--- config.mk ---
export PLATFORM = sky130hd
export DESIGN_NAME = rscc_comm_config
export DESIGN_NICKNAME = d
export VERILOG_FILES = /design/src/include/rscc_pkg.sv /design/src/verilog/rscc_comm_config.sv
export SDC_FILE = /design/constraint.sdc
export NUM_CORES = 1
export LEC_CHECK = 0
export BUFFER_PORTS_ARGS = -buffer_cell sky130_fd_sc_hd__buf_2
export CORE_AREA = 3 3 192 194
export CTS_CLUSTER_SIZE = 24
export DETAILED_ROUTE_END_ITERATION = 12
export DIE_AREA = 0 0 195 197
export GPL_TIMING_DRIVEN = 0
export HOLD_SLACK_MARGIN = 0.1
export PLACE_DENSITY = 0.75
export SYNTH_ARGS = -nofsm -noshare
export SYNTH_HDL_FRONTEND = slang
export SYNTH_HIERARCHICAL = 1
export SYNTH_SLANG_ARGS = --single-unit
--- constraint.sdc ---
create_clock -name clock -period 4.35 [get_ports clock]
set_input_delay 0.6525 -clock clock [delete_from_list [all_inputs] [get_ports clock]]
set_output_delay 0.6525 -clock clock [all_outputs]
set_load 0.05 [all_outputs]
--- src/include/rscc_pkg.sv ---
// Purpose: Constants for the serial port configuration block
// Assumes: 100 MHz clock
// Notes:   Times are in their printed unit, cycles derived
package rscc_pkg;
  localparam int CLK_HZ = 100_000_000;
  localparam int TICK_US_X10 = 1000;  // 0.1 ms in 0.1 us units
  localparam int TICK_CYCLES = CLK_HZ / 10_000;
  // Bit rate codes
  localparam logic [2:0] BAUD_9600 = 3'h0;
  localparam logic [2:0] BAUD_19200 = 3'h1;
  localparam logic [2:0] BAUD_38400 = 3'h2;
  localparam logic [2:0] BAUD_57600 = 3'h3;
  localparam logic [2:0] BAUD_115200 = 3'h4;
  localparam logic [2:0] BAUD_230400 = 3'h5;
  localparam logic [2:0] BAUD_RST = BAUD_115200;
  // Parity and stop codes
  localparam logic [1:0] PAR_NONE = 2'h0;
  localparam logic [1:0] PAR_EVEN = 2'h1;
  localparam logic [1:0] PAR_ODD = 2'h2;
  localparam logic STOP_ONE = 1'h0;
  localparam logic STOP_TWO = 1'h1;
  // Word order bits
  localparam int ORD_LOW_FIRST = 0;
  localparam int ORD_LITTLE = 1;
  localparam logic [1:0] ORD_RST = 2'h0;
  // Address settings, signed 5 bits
  localparam logic [4:0] ADDR_FROM_SW = 5'h1F;
  localparam logic [4:0] GRP_OFF = 5'h1F;
  localparam logic [3:0] ADDR_ZERO = 4'h0;
  // Limits and reset values
  localparam logic [13:0] TMO_MS_MAX = 14'h2710;
  localparam logic [3:0] ERR_LIM_MAX = 4'hA;
  localparam logic [13:0] WAIT_RST = 14'h001E;  // 3.0 ms
  localparam logic [6:0] SILENT_AUTO = 7'h00;
  localparam logic ERRRESP_RST = 1'h1;
  localparam logic MON_ALL = 1'h0;
  localparam logic SERIAL_EN_RST = 1'h1;
  localparam logic [29:0] SERIAL_MAX = 30'h3B9AC9FF;
  localparam logic [29:0] SERIAL_RST = 30'h00000000;
  localparam logic [4:0] PRODUCT_RST = 5'h00;
  localparam logic [29:0] LFSR_SEED = 30'h2AC3_5A17;
  localparam int MS_TICKS = 10;
  // Frame gap of 3.5 chars of 11 bits, in half bit times
  localparam int GAP_HALF_BITS = 77;
  localparam int FIFO_DEPTH = 16;
  localparam int FIFO_WIDTH = 8;
endpackage

--- src/verilog/rscc_comm_config.sv ---
// Purpose: Setting, update and supervision logic of a slave serial port
// Assumes: Frame engine on the same clock; switch pins are asynchronous
// Notes:   Captured bytes pass a FIFO whose reader may stall
`timescale 1ns/1ps
// What this block does
// - Code selects bit rate, 115200 at reset
// - Code selects none, even or odd parity
// - Code selects one or two stop bits
// - Address 1..15, or switch when minus one
// - Code selects word and byte order
// - Timeout alarm when no valid own or group frame arrives
// - Error alarm when error count reaches limit
// - Wait configured time before starting reply
// - Gap set, or derived from bit rate
// - Slave error gives normal or exception reply
// - Group address accepted, minus one disables
// - Monitor captures all or own packets
// - Serial enable off substitutes random serial
// - Serial number presented from power-on
// - Product code presented on service port
// - Settings apply immediately, on command, or power-up

// ==========================================
// Capture FIFO
module rscc_fifo #(
  parameter int WIDTH = 8,
  parameter int DEPTH = 16
) (
  input  wire logic             clock,
  input  wire logic             nrst,
  input  wire logic             inValid,
  output logic                  inReady,
  input  wire logic [WIDTH-1:0] inData,
  output logic                  outValid,
  input  wire logic             outReady,
  output logic      [WIDTH-1:0] outData
);
  localparam int AW = $clog2(DEPTH);
  logic [WIDTH-1:0] mem [DEPTH];
  logic [AW-1:0]    wrPtr_q;
  logic [AW-1:0]    rdPtr_q;
  logic [AW:0]      count_q;
  logic [AW:0]      count_d;
  wire              push = inValid & inReady;
  wire              pop = outValid & outReady;

  assign count_d = count_q + {{AW{1'b0}}, push} - {{AW{1'b0}}, pop};
  assign outData = mem[rdPtr_q];

  always_ff @(posedge clock) begin
    if (push) begin
      mem[wrPtr_q] <= inData;
    end
  end

  // Flags registered from the next count, so both stay honest
  always_ff @(posedge clock or negedge nrst) begin
    if (!nrst) begin
      wrPtr_q <= '0;
      rdPtr_q <= '0;
      count_q <= '0;
      inReady <= 1'b1;
      outValid <= 1'b0;
    end else begin
      wrPtr_q <= wrPtr_q + AW'(push);
      rdPtr_q <= rdPtr_q + AW'(pop);
      count_q <= count_d;
      inReady <= count_d != (AW+1)'(DEPTH);
      outValid <= count_d != '0;
    end
  end
endmodule

// ==========================================
// Top
module rscc_comm_config #(
  parameter int TICK_CYCLES = rscc_pkg::TICK_CYCLES
) (
  input  wire logic        clock,
  input  wire logic        nrst,
  input  wire logic [2:0]  baudCode,
  input  wire logic [1:0]  parityCode,
  input  wire logic        stopCode,
  input  wire logic [4:0]  slaveIdCfg,
  input  wire logic [3:0]  addrSwitch,
  input  wire logic [1:0]  orderCode,
  input  wire logic [13:0] timeoutMs,
  input  wire logic [3:0]  errLimit,
  input  wire logic [13:0] waitTenthMs,
  input  wire logic [6:0]  silentTenthMs,
  input  wire logic        errRespMode,
  input  wire logic [4:0]  groupIdCfg,
  input  wire logic        monitorMode,
  input  wire logic        serialEnable,
  input  wire logic [29:0] serialCfg,
  input  wire logic [4:0]  productCfg,
  input  wire logic        configCmd,
  input  wire logic        frameValid,
  input  wire logic [3:0]  frameAddr,
  input  wire logic        frameError,
  input  wire logic        errClear,
  input  wire logic        requestDone,
  input  wire logic        slaveError,
  input  wire logic        rxByteValid,
  input  wire logic        rxByteOwn,
  input  wire logic [7:0]  rxByte,
  output logic             rxReady,
  output logic             monValid,
  input  wire logic        monReady,
  output logic [7:0]       monData,
  output logic [15:0]      bitDivisor,
  output logic             parityEnable,
  output logic             parityOdd,
  output logic             stopTwo,
  output logic [3:0]       ownAddr,
  output logic [3:0]       groupAddr,
  output logic             groupEnable,
  output logic             wordLowFirst,
  output logic             byteLittle,
  output logic [23:0]      silentCycles,
  output logic             timeoutAlarm,
  output logic             errorAlarm,
  output logic             replyStart,
  output logic             replyException,
  output logic [29:0]      serialNumber,
  output logic [4:0]       productCode
);
  typedef enum logic [1:0] {
    RP_IDLE = 2'b00,
    RP_WAIT = 2'b01,
    RP_FIRE = 2'b10
  } rscc_reply_t;

  // Clock cycles per bit for a rate code
  function automatic logic [15:0] bitCycles(input logic [2:0] code);
    case (code)
      rscc_pkg::BAUD_9600:   bitCycles = 16'(rscc_pkg::CLK_HZ / 9600);
      rscc_pkg::BAUD_19200:  bitCycles = 16'(rscc_pkg::CLK_HZ / 19200);
      rscc_pkg::BAUD_38400:  bitCycles = 16'(rscc_pkg::CLK_HZ / 38400);
      rscc_pkg::BAUD_57600:  bitCycles = 16'(rscc_pkg::CLK_HZ / 57600);
      rscc_pkg::BAUD_230400: bitCycles = 16'(rscc_pkg::CLK_HZ / 230400);
      default:               bitCycles = 16'(rscc_pkg::CLK_HZ / 115200);
    endcase
  endfunction

  // ==========================================
  // Switch synchroniser and address choice
  logic [3:0]  swMeta_q;
  logic [3:0]  swSync_q;
  always_ff @(posedge clock or negedge nrst) begin
    if (!nrst) begin
      swMeta_q <= 4'h0;
      swSync_q <= 4'h0;
    end else begin
      swMeta_q <= addrSwitch;
      swSync_q <= swMeta_q;
    end
  end

  // Zero is illegal; it falls back to the switch rather than answer nobody
  wire useSwitch = slaveIdCfg[4] | (slaveIdCfg[3:0] == rscc_pkg::ADDR_ZERO);
  wire [3:0] addrNext = useSwitch ? swSync_q : slaveIdCfg[3:0];
  wire grpOn = !groupIdCfg[4] && groupIdCfg[3:0] != rscc_pkg::ADDR_ZERO;

  // ==========================================
  // Update classes
  logic        powerUp_q;
  logic        cfgDone_q;
  logic [29:0] lfsr_q;
  logic [6:0]  silentTenth_q;
  wire         applyCfg = configCmd | ~cfgDone_q;
  wire [29:0]  randSerial = {1'b0, lfsr_q[28:0]};

  always_ff @(posedge clock or negedge nrst) begin
    if (!nrst) begin
      lfsr_q <= rscc_pkg::LFSR_SEED;
    end else begin
      lfsr_q <= {lfsr_q[28:0], lfsr_q[29] ^ lfsr_q[5] ^ lfsr_q[3] ^ lfsr_q[0]};
    end
  end

  // Power-up class settings are caught once, one edge after release
  always_ff @(posedge clock or negedge nrst) begin
    if (!nrst) begin
      powerUp_q <= 1'b0;
      serialNumber <= rscc_pkg::SERIAL_RST;
      productCode <= rscc_pkg::PRODUCT_RST;
      silentTenth_q <= rscc_pkg::SILENT_AUTO;
      wordLowFirst <= rscc_pkg::ORD_RST[rscc_pkg::ORD_LOW_FIRST];
      byteLittle <= rscc_pkg::ORD_RST[rscc_pkg::ORD_LITTLE];
    end else if (!powerUp_q) begin
      powerUp_q <= 1'b1;
      serialNumber <= serialEnable ? serialCfg : randSerial;
      productCode <= productCfg;
      silentTenth_q <= silentTenthMs;
      wordLowFirst <= orderCode[rscc_pkg::ORD_LOW_FIRST];
      byteLittle <= orderCode[rscc_pkg::ORD_LITTLE];
    end
  end

  // Configuration class: taken at the first edge and on each command
  always_ff @(posedge clock or negedge nrst) begin
    if (!nrst) begin
      cfgDone_q <= 1'b0;
      bitDivisor <= bitCycles(rscc_pkg::BAUD_RST);
      parityEnable <= 1'b0;
      parityOdd <= 1'b0;
      stopTwo <= rscc_pkg::STOP_ONE;
      ownAddr <= 4'h0;
      groupAddr <= 4'h0;
      groupEnable <= 1'b0;
    end else if (applyCfg) begin
      cfgDone_q <= 1'b1;
      bitDivisor <= bitCycles(baudCode);
      parityEnable <= parityCode != rscc_pkg::PAR_NONE;
      parityOdd <= parityCode == rscc_pkg::PAR_ODD;
      stopTwo <= stopCode == rscc_pkg::STOP_TWO;
      ownAddr <= addrNext;
      groupAddr <= groupIdCfg[3:0];
      groupEnable <= grpOn;
    end
  end

  // Auto gap: 3.5 characters of 11 bits at the live rate
  wire [23:0] autoGap = 24'((32'(bitDivisor) * rscc_pkg::GAP_HALF_BITS) >> 1);
  wire [23:0] setGap = 24'(32'(silentTenth_q) * TICK_CYCLES);
  always_ff @(posedge clock or negedge nrst) begin
    if (!nrst) begin
      silentCycles <= 24'h000000;
    end else begin
      silentCycles <= (silentTenth_q == rscc_pkg::SILENT_AUTO) ? autoGap : setGap;
    end
  end

  // ==========================================
  // Timeout monitor on a 0.1 ms tick
  logic [13:0] pre_q;
  logic [17:0] tmoCnt_q;
  wire         tick = pre_q == 14'(TICK_CYCLES - 1);
  wire         ownFrame = frameValid & (frameAddr == ownAddr | (groupEnable & frameAddr == groupAddr));
  wire         tmoOff = timeoutMs == 14'h0000;
  wire [17:0]  tmoLimit = 18'(32'(timeoutMs) * rscc_pkg::MS_TICKS);

  always_ff @(posedge clock or negedge nrst) begin
    if (!nrst) begin
      pre_q <= 14'h0000;
      tmoCnt_q <= 18'h00000;
      timeoutAlarm <= 1'b0;
    end else begin
      // Prescaler restarts with the count, else the alarm could come up to a tick early
      pre_q <= (tick || tmoOff || ownFrame) ? 14'h0000 : pre_q + 14'h0001;
      if (tmoOff || ownFrame) begin
        tmoCnt_q <= 18'h00000;
        timeoutAlarm <= 1'b0;
      end else if (tick && tmoCnt_q < tmoLimit) begin
        tmoCnt_q <= tmoCnt_q + 18'h00001;
      end else if (tmoCnt_q >= tmoLimit) begin
        timeoutAlarm <= 1'b1;
      end
    end
  end

  // ==========================================
  // Error counter, limit is immediate
  logic [3:0] errCnt_q;
  wire  [3:0] errBase = errClear ? 4'h0 : errCnt_q;
  // Saturates so a long error burst cannot wrap the alarm off
  wire  [3:0] errNext = (frameError && errBase != 4'hF) ? errBase + 4'h1 : errBase;
  wire        errOff = errLimit == 4'h0;
  always_ff @(posedge clock or negedge nrst) begin
    if (!nrst) begin
      errCnt_q <= 4'h0;
      errorAlarm <= 1'b0;
    end else begin
      // A new error in the clearing cycle still counts
      if (errOff) begin
        errCnt_q <= 4'h0;
      end else begin
        errCnt_q <= errNext;
      end
      errorAlarm <= !errOff && (errNext >= errLimit);
    end
  end

  // ==========================================
  // Reply wait timer
  rscc_reply_t rpState_q;
  logic [13:0] rpTenth_q;
  logic [13:0] rpPre_q;
  logic        rpErr_q;
  wire         rpTick = rpPre_q == 14'(TICK_CYCLES - 1);

  always_ff @(posedge clock or negedge nrst) begin
    if (!nrst) begin
      rpState_q <= RP_IDLE;
      rpTenth_q <= 14'h0000;
      rpPre_q <= 14'h0000;
      rpErr_q <= 1'b0;
      replyStart <= 1'b0;
      replyException <= 1'b0;
    end else begin
      replyStart <= 1'b0;
      case (rpState_q)
        RP_IDLE: begin
          if (requestDone) begin
            rpTenth_q <= waitTenthMs;
            rpPre_q <= 14'h0000;
            rpErr_q <= slaveError;
            rpState_q <= RP_WAIT;
          end
        end
        RP_WAIT: begin
          if (rpTenth_q == 14'h0000) begin
            rpState_q <= RP_FIRE;
          end else begin
            rpPre_q <= rpTick ? 14'h0000 : rpPre_q + 14'h0001;
            rpTenth_q <= rpTick ? rpTenth_q - 14'h0001 : rpTenth_q;
          end
        end
        RP_FIRE: begin
          replyStart <= 1'b1;
          replyException <= rpErr_q & errRespMode;
          rpState_q <= RP_IDLE;
        end
        default: rpState_q <= RP_IDLE;
      endcase
    end
  end

  // ==========================================
  // Packet monitor capture
  logic fifoInReady;
  wire  capture = rxByteValid & (monitorMode == rscc_pkg::MON_ALL | rxByteOwn);

  rscc_fifo #(
    .WIDTH (rscc_pkg::FIFO_WIDTH),
    .DEPTH (rscc_pkg::FIFO_DEPTH)
  ) uFifo (
    .clock    (clock),
    .nrst     (nrst),
    .inValid  (capture),
    .inReady  (fifoInReady),
    .inData   (rxByte),
    .outValid (monValid),
    .outReady (monReady),
    .outData  (monData)
  );
  assign rxReady = fifoInReady;
endmodule

==> results.md, run 1 <==
* Crit path arrival time at 4.54 ns
* Initial Util at 51.7%
* Dpl hpwl at about 30000 um
* Synth cell types at 76
* Main synth FF type: dfrtp_1
* Final setup violation count at 0
* Synthesized area at around 18000 sq um
* CP endpoint kind: flip-flop
* Setup Skew at 0.0231 ns
* Syn_area_per_cell at approximately 12 sq um
* Status: complete, no violations
* Fin nets at 2130
* Critical-path cell list: buf_2, ha_1, ha_1, fa_1, a211oi_2, o21bai_1, a21oi_2, a2bb2oi_2, nor2b_1, xor2_1, ha_1, nand4_1, or2_2, o32a_1, o21ai_2, clkbuf_4, nor4_1, mux2i_1
* Adder-cell share of the synthesized area at 13.0%
* Final worst slack at 0.214 ns
* CTS Buf Count at 37
* Total Wirelength at 40800 um
* Worst-Skew Late Latency at around 0.55 ns
* Max-cap violations at 0
* Drt via density at 5.54
* Largest net degree at the start of global routing at 119
* DR WL/cell at 17.6 um
* Fillcell total at 2922
* Commonest non-fill, non-tap cell in the layout: buf_2
* Fin crit share at ~95%
* RSZ-0062 raised after global routing: no
* Hold Crit Class: in -> async
* Mux contribution to synthesized area at 7.70%
* Layout cells sized above 1 at 21.5%
* Fin. Hold Viols at 0
* Clock H-tree levels at 2
* PwrDens at 580 nW/um^2
* I/O pin total at roughly 230
* Final Cell Area at about 21000 sq um
* Flop2flop setup slack at 0.22 ns
* DRT Pass-1 Iters at 5
* ANT cells at 0
* Ys async rst share at 62.8%
* CP Buf/Inv Count at 2
* Critical Path Slowest Stage Cell: fa_1
* Largest family of logic cells by synthesized area: adder cells
* Clock Pin Slew Worst Setup and Hold Paths at ~0.060 ns
* Slew @ Worst Pin at approximately 1.3 ns
* Fmax at 242 MHz
* Syn. warnings at 6
* Vias in the first global route at ~13000
* DP Worst Slack at -0.483 ns
* Post-route DRC at 0
* Simple-Gate Fraction of Synth Area at a little over a tenth
* Sequential area share after synthesis at 50.7%
* Final worst path period need at 4.14 ns
* Placed cells at 2255
* Final core occ at 60.1%
* Syn Inst Count at between 1500 and 2000
* Commonest non-fill, non-tap cells in the layout: buf_2 (219), dfrtp_1 (192), ha_1 (146)
* Die height at 197 um
* Worst R2R End: silentCycles[19]
* Port Buffers at ~220
* Largest fanout on the critical path at 10
* Post-detailed-route count of antenna-violating nets at 0
* Crit Path Category: in -> reg
* Synth Register Bits at roughly 340
* Cell Rows at 69
* Clock sink count at 344
* Cell mode on critical path: ha_1
* Tot GR Track Use at 21.2%
* Pleak at just under 0.01 uW
* Die Wd at 195 um
* Initial antenna violation count at 0
* Worst IR Drop VDD at 0.776 mV
* Hold-fix buffer count after cts at 0
* CP peak stage delay at 0.45 ns
* GR Overflow Total at 0
* Synth Area in Compound Gates at 10.6%
* CTS root buffer: clkbuf_16
* DIE AREA at approximately 38000 sq um
* Area delta synth->final at 16.4%
* Slew Limit Fails at 0
* Clock buffer depth at 3
* Vias at 12900
* Initial DRC count at 702
* TNS Setup at 0 ns
* Final Wtd Congestion at 0.862
* Core area at 35400 sq um
* Startpoint type of the worst setup path: input pin
* Family with the most delay on the worst path: compound AO/OA/AOI/OAI gates
* CTS tree: done
* Post-CTS Setup Inserts at 0
* Fin cells at 2323
* R2r startpoint: silentTenth_q[4]
* Post-synthesis xor/xnor area fraction at approximately 3%
* Slew HR at between 10% and 20%
* Global-route wire length before repair at 67000 um
* Post-synth EDFFs at 128
* DP Area at 20000 sq um
* Worst r2r path cells at 13
* Worst EP required at 4.75 ns
state kept, by name, summed over array words and instances (netlist names), 5 cells and up:
signal,flops
bitDivisor,13
lfsr_q,30
pre_q,14
productCode,5
rpPre_q,14
rpTenth_q,14
serialNumber,30
silentCycles,21
silentTenth_q,7
tmoCnt_q,18
uFifo/count_q,5
uFifo/mem,128
per-stage QoR:
step,hold WS [ns],total power (uW)
2_1_floorplan,0.331,8010
3_3_place_gp,0.335,9130
3_5_place_dp,0.335,9280
4_1_cts,0.166,12400
5_1_grt,0.199,13200
6_report,0.163,12400
area by class of cell:
cell class	count	area [sq um]	share of cell area (%)
buffer	66	387	1.82
clock buffer	48	1010	4.73
clock inverter	19	195	0.917
inverter	110	413	1.94
multi-input combinational	1056	8300	39.0
sequential	344	9280	43.6
tap	461	577	2.71
timing repair buffer	219	1130	5.33
how the worst max path moves through the flow:
stage | cells past startpoint | startpoint | to
finish | 18 | timeoutMs[1] | tmoCnt_q[7]
CTS | 18 | timeoutMs[1] | tmoCnt_q[3]
detailed placement | 18 | timeoutMs[1] | tmoCnt_q[1]
global placement | 1 | nrst | silentCycles[3]
floorplan | 17 | timeoutMs[1] | tmoCnt_q[0]
global route | 13 | silentTenth_q[4] | silentCycles[19]
logic make-up after synthesis:
logic type      count (synthesis)
compound gates                297
xor+xnor                       63
fa+ha+maj                     174
buf+inv                       176
flops                         344
mux                           118
other cells                     2
simple gates                  396
synthesized netlist by cell type, types with 10 or more instances:
cell type | count | area, sq um
nor3_1 | 24 | 120
nand3_1 | 26 | 130
fa_1 | 28 | 561
o21ai_0 | 114 | 571
a21oi_1 | 49 | 245
nor4_1 | 20 | 125
mux2_2 | 22 | 248
xor2_1 | 34 | 298
nand4_1 | 15 | 93.8
and2_1 | 10 | 62.6
xnor2_1 | 29 | 254
nand2_1 | 141 | 529
dfstp_2 | 21 | 552
edfxtp_1 | 128 | 3840
mux2i_1 | 80 | 801
nor2_1 | 73 | 274
nor2b_1 | 19 | 119
clkbuf_1 | 35 | 131
dfrtp_1 | 195 | 4880
buf_6 | 11 | 124
and3_1 | 18 | 113
a21o_1 | 17 | 128
a211oi_1 | 11 | 82.6
mux4_2 | 16 | 360
nand2b_1 | 25 | 156
inv_1 | 108 | 405
a22oi_1 | 14 | 105
ha_1 | 146 | 1830
power by group:
group / internal, uW / switching, uW / total (uW)
Combinational: 1900 / 3160 / 5070
Clock: 1780 / 1310 / 3080
Sequential: 3860 / 340 / 4200
Total: 7550 / 4810 / 12400
metal layers:
layer | track usage, % | wire (um) | vias up
li1 | - | - | 6158
met1 | 27.2 | 17200 | 6367
met4 | 4.52 | 597 | 0
met2 | 37.4 | 20700 | 307
met3 | 4.32 | 2280 | 42
met5 | 0 | 0 | -
worst register-to-register path, cell delays in order (launching register included):
cell	delay (ns)
dfrtp_2	0.48
fa_1	0.55
inv_1	0.05
fa_1	0.50
inv_1	0.05
ha_1	0.29
ha_1	0.30
ha_1	0.37
and3_1	0.24
a2111oi_4	0.38
o21bai_1	0.16
a211oi_2	0.26
xor2_1	0.21
a21oi_1	0.11
timing repair:
action                                  CTS  global route
resized for setup                         0            13
endpoints found under the hold margin     0             0
endpoints found under the setup margin    0            20
No activity file was read; power rests on OpenSTA's default activity.
==> run 2: changes to the inputs <==
--- a/config.mk
+++ b/config.mk
@@ -6,13 +6,13 @@
 export NUM_CORES = 1
 export LEC_CHECK = 0
 export BUFFER_PORTS_ARGS = -buffer_cell sky130_fd_sc_hd__buf_2
-export CORE_AREA = 3 3 192 194
+export CORE_AREA = 3 3 181 183
 export CTS_CLUSTER_SIZE = 24
 export DETAILED_ROUTE_END_ITERATION = 12
-export DIE_AREA = 0 0 195 197
+export DIE_AREA = 0 0 184 186
 export GPL_TIMING_DRIVEN = 0
 export HOLD_SLACK_MARGIN = 0.1
-export PLACE_DENSITY = 0.75
+export PLACE_DENSITY = 0.83
 export SYNTH_ARGS = -nofsm -noshare
 export SYNTH_HDL_FRONTEND = slang
 export SYNTH_HIERARCHICAL = 1
==> run 2 against run 1 <==
Total power grew 1.0%. First-iteration DRC count grew 9.4%. Non-clock buffer count shrank 1. Final area shrank 0.15%. Critical path type is now reg -> reg. Die area shrank 11%. Sequential share of layout area grew 0.067 points. Clock power grew 4%. Wire length shrank 1.4%. Critical path depth shrank 5. Core utilization grew 7.6 points. Clock-buffer cell count grew 5.
==> results.md, run 2 (same netlist as run 1, synthesis figures left out) <==
* Final core occ at 67.7% (was 60.1%)
* TNS Setup at 0 ns (unchanged)
* Initial Util at 58.3% (was 51.7%)
* Slew Limit Fails at 0 (unchanged)
* Final worst path period need at 4.12 ns (was 4.14 ns)
* Max-cap violations at 0 (unchanged)
* PwrDens at 587 nW/um^2 (was 580 nW/um^2)
* Final worst slack at 0.235 ns (was 0.214 ns)
* DR WL/cell at 17.8 um (was 17.6 um)
* Largest regs: uFifo/mem (128), lfsr_q (30), serialNumber (30) (unchanged)
* Commonest non-fill, non-tap cell in the layout: buf_2 (unchanged)
* Commonest non-fill, non-tap cells in the layout: buf_2 (219), dfrtp_1 (192), ha_1 (146) (unchanged)
* Largest fanout on the critical path at 7 (was 10)
* ANT cells at 0 (unchanged)
* Fin crit share at 94.6% (was 95.1%)
* Cell Rows at 65 (was 69)
* Clock H-tree levels at 2 (unchanged)
* Tot GR Track Use at 23.7% (was 21.2%)
* Setup Skew at 0.0205 ns (was 0.0231 ns)
* Vias in the first global route at 13500 (was 13300)
* Crit path arrival time at 4.49 ns (was 4.54 ns)
* Fin. Hold Viols at 0 (unchanged)
* Clock sink count at 344 (unchanged)
* Clock buffer depth at 3 (unchanged)
* Final hold slack at 0.168 ns (was 0.163 ns)
* DRT Pass-1 Iters at 7 (was 5)
* Final Wtd Congestion at 0.907 (was 0.862)
* Largest net degree at the start of global routing at 116 (was 119)
* Port Buffers at 217 (unchanged)
* Slew HR at 7.65% (was 12.4%)
* Slew @ Worst Pin at 1.37 ns (was 1.30 ns)
* Die Wd at 184 um (was 195 um)
* Hold-fix buffer count after cts at 0 (unchanged)
* Initial DRC count at 768 (was 702)
* CP endpoint kind: flip-flop (unchanged)
* Status: complete, no violations (unchanged)
* Final setup violation count at 0 (unchanged)
* Post-detailed-route count of antenna-violating nets at 0 (unchanged)
* Core area at 31400 sq um (was 35400 sq um)
* Die height at 186 um (was 197 um)
* Vias at 13000 (was 12900)
* Hold Crit Class: in -> async (unchanged)
* Worst EP required at 4.73 ns (was 4.75 ns)
* Initial antenna violation count at 1 (was 0)
* Worst-Skew Late Latency at 0.53 ns (was 0.55 ns)
* CTS tree: done (unchanged)
* Fillcell total at 2305 (was 2922)
* Area delta synth->final at 16.2% (was 16.4%)
* Largest register by flop count: uFifo/mem (unchanged)
* Global-route wire length before repair at 65900 um (was 67000 um)
* DP Worst Slack at -0.570 ns (was -0.483 ns)
* DIE AREA at 34200 sq um (was 38400 sq um)
* Fmax at 243 MHz (was 242 MHz)
* Pleak at 0.00974 uW (was 0.00973 uW)
* Crit Path Category: reg -> reg (was in -> reg)
* GR Overflow Total at 0 (unchanged)
* Worst IR Drop VDD at 0.372 mV (was 0.776 mV)
* Post-route DRC at 0 (unchanged)
* Total Wirelength at 40200 um (was 40800 um)
* I/O pin total at 225 (unchanged)
* Clock Pin Slew Worst Setup and Hold Paths at 0.06 ns (about the same)
* CTS root buffer: clkbuf_16 (unchanged)
* Drt via density at 5.74 (was 5.54)
* Dpl hpwl at 28800 um (was 29800 um)
* Largest register FFs at 128 (unchanged)
* CTS Buf Count at 37 (unchanged)
* Layout cells sized above 1 at 21.3% (was 21.5%)
* Startpoint type of the worst setup path: flip-flop (was input pin)
* Fin nets at 2129 (was 2130)
-- run 2: cell count changes in the layout (fill, tap and decap cells not counted), moves of 2 or more --
| cell | change |
|---|---|
| clkinv_2 | -6 |
| clkbuf_1 | +5 |
| clkinv_1 | -2 |
| bufinv_16 | +2 |
-- run 2: report_power, final --
part | internal [uW] | leakage, uW | switching (uW)
Sequential | 3860 | 0.00385 | 348
Combinational | 1900 | 0.00529 | 3160
Clock | 1910 | 0.000605 | 1290
Total | 7680 | 0.00974 | 4800
-- run 2: what timing repair did --
action,4_1_cts,5_1_grt
resized for setup,1,13
cloned,0,0
setup endpoints to repair,2,20
buffers inserted,0,0
-- run 2: through the flow --
step / instance area [sq um] / std cells / power [uW]
after floorplan: 18300 / 1576 / 8010
after global placement: 19900 / 2195 / 9090
after detailed placement: 19900 / 2196 / 9260
after CTS: 21200 / 2264 / 12500
after global routing: 21300 / 2264 / 13300
final: 21300 / 2264 / 12500
-- run 2: path summary, 6_finish.rpt --
kind	slack (ns)	cells past startpoint	end	from
worst max-delay path	0.23	13	silentCycles[19]	silentTenth_q[4]
worst min register to register	0.35	0	swSync_q[2]	swMeta_q[2]
worst max register to register	0.23	13	silentCycles[19]	silentTenth_q[4]
min in group clock	0.24	1	swMeta_q[2]	addrSwitch[2]
max in group asynchronous	3.12	2	silentTenth_q[4]	nrst
worst min-delay path	0.17	1	rpPre_q[8]	nrst
-- run 2: worst max-delay path, stage by stage, from the launching register on --
cell and delay (ns):
dfrtp_2 0.49, fa_1 0.56, inv_1 0.05, fa_1 0.49, inv_1 0.05, ha_1 0.29
ha_1 0.30, ha_1 0.37, and3_1 0.24, a2111oi_4 0.38, o21bai_1 0.16, a211oi_2 0.25
xor2_1 0.23, a21oi_1 0.11
-- run 2: area by class of cell --
type,instances,area (sq um),area share [%]
Buffer,66,387,1.82
Inverter,110,413,1.94
Tap cell,402,503,2.37
Multi-Input combinational cell,1056,8290,39.0
Clock buffer,53,1030,4.83
Timing Repair Buffer,218,1120,5.29
Sequential cell,344,9280,43.7
Clock inverter,15,234,1.10
-- run 2: layer usage --
metal / GRT usage, % / part of all wire (%) / vias up / wire length (um)
met2: 41.4 / 50 / 372 / 20100
met3: 4.81 / 5.9 / 90 / 2390
met1: 29.7 / 41 / 6360 / 16500
met4: 7.80 / 2.9 / 2 / 1160
li1: - / - / 6171 / -
met5: 0 / 0.045 / - / 18
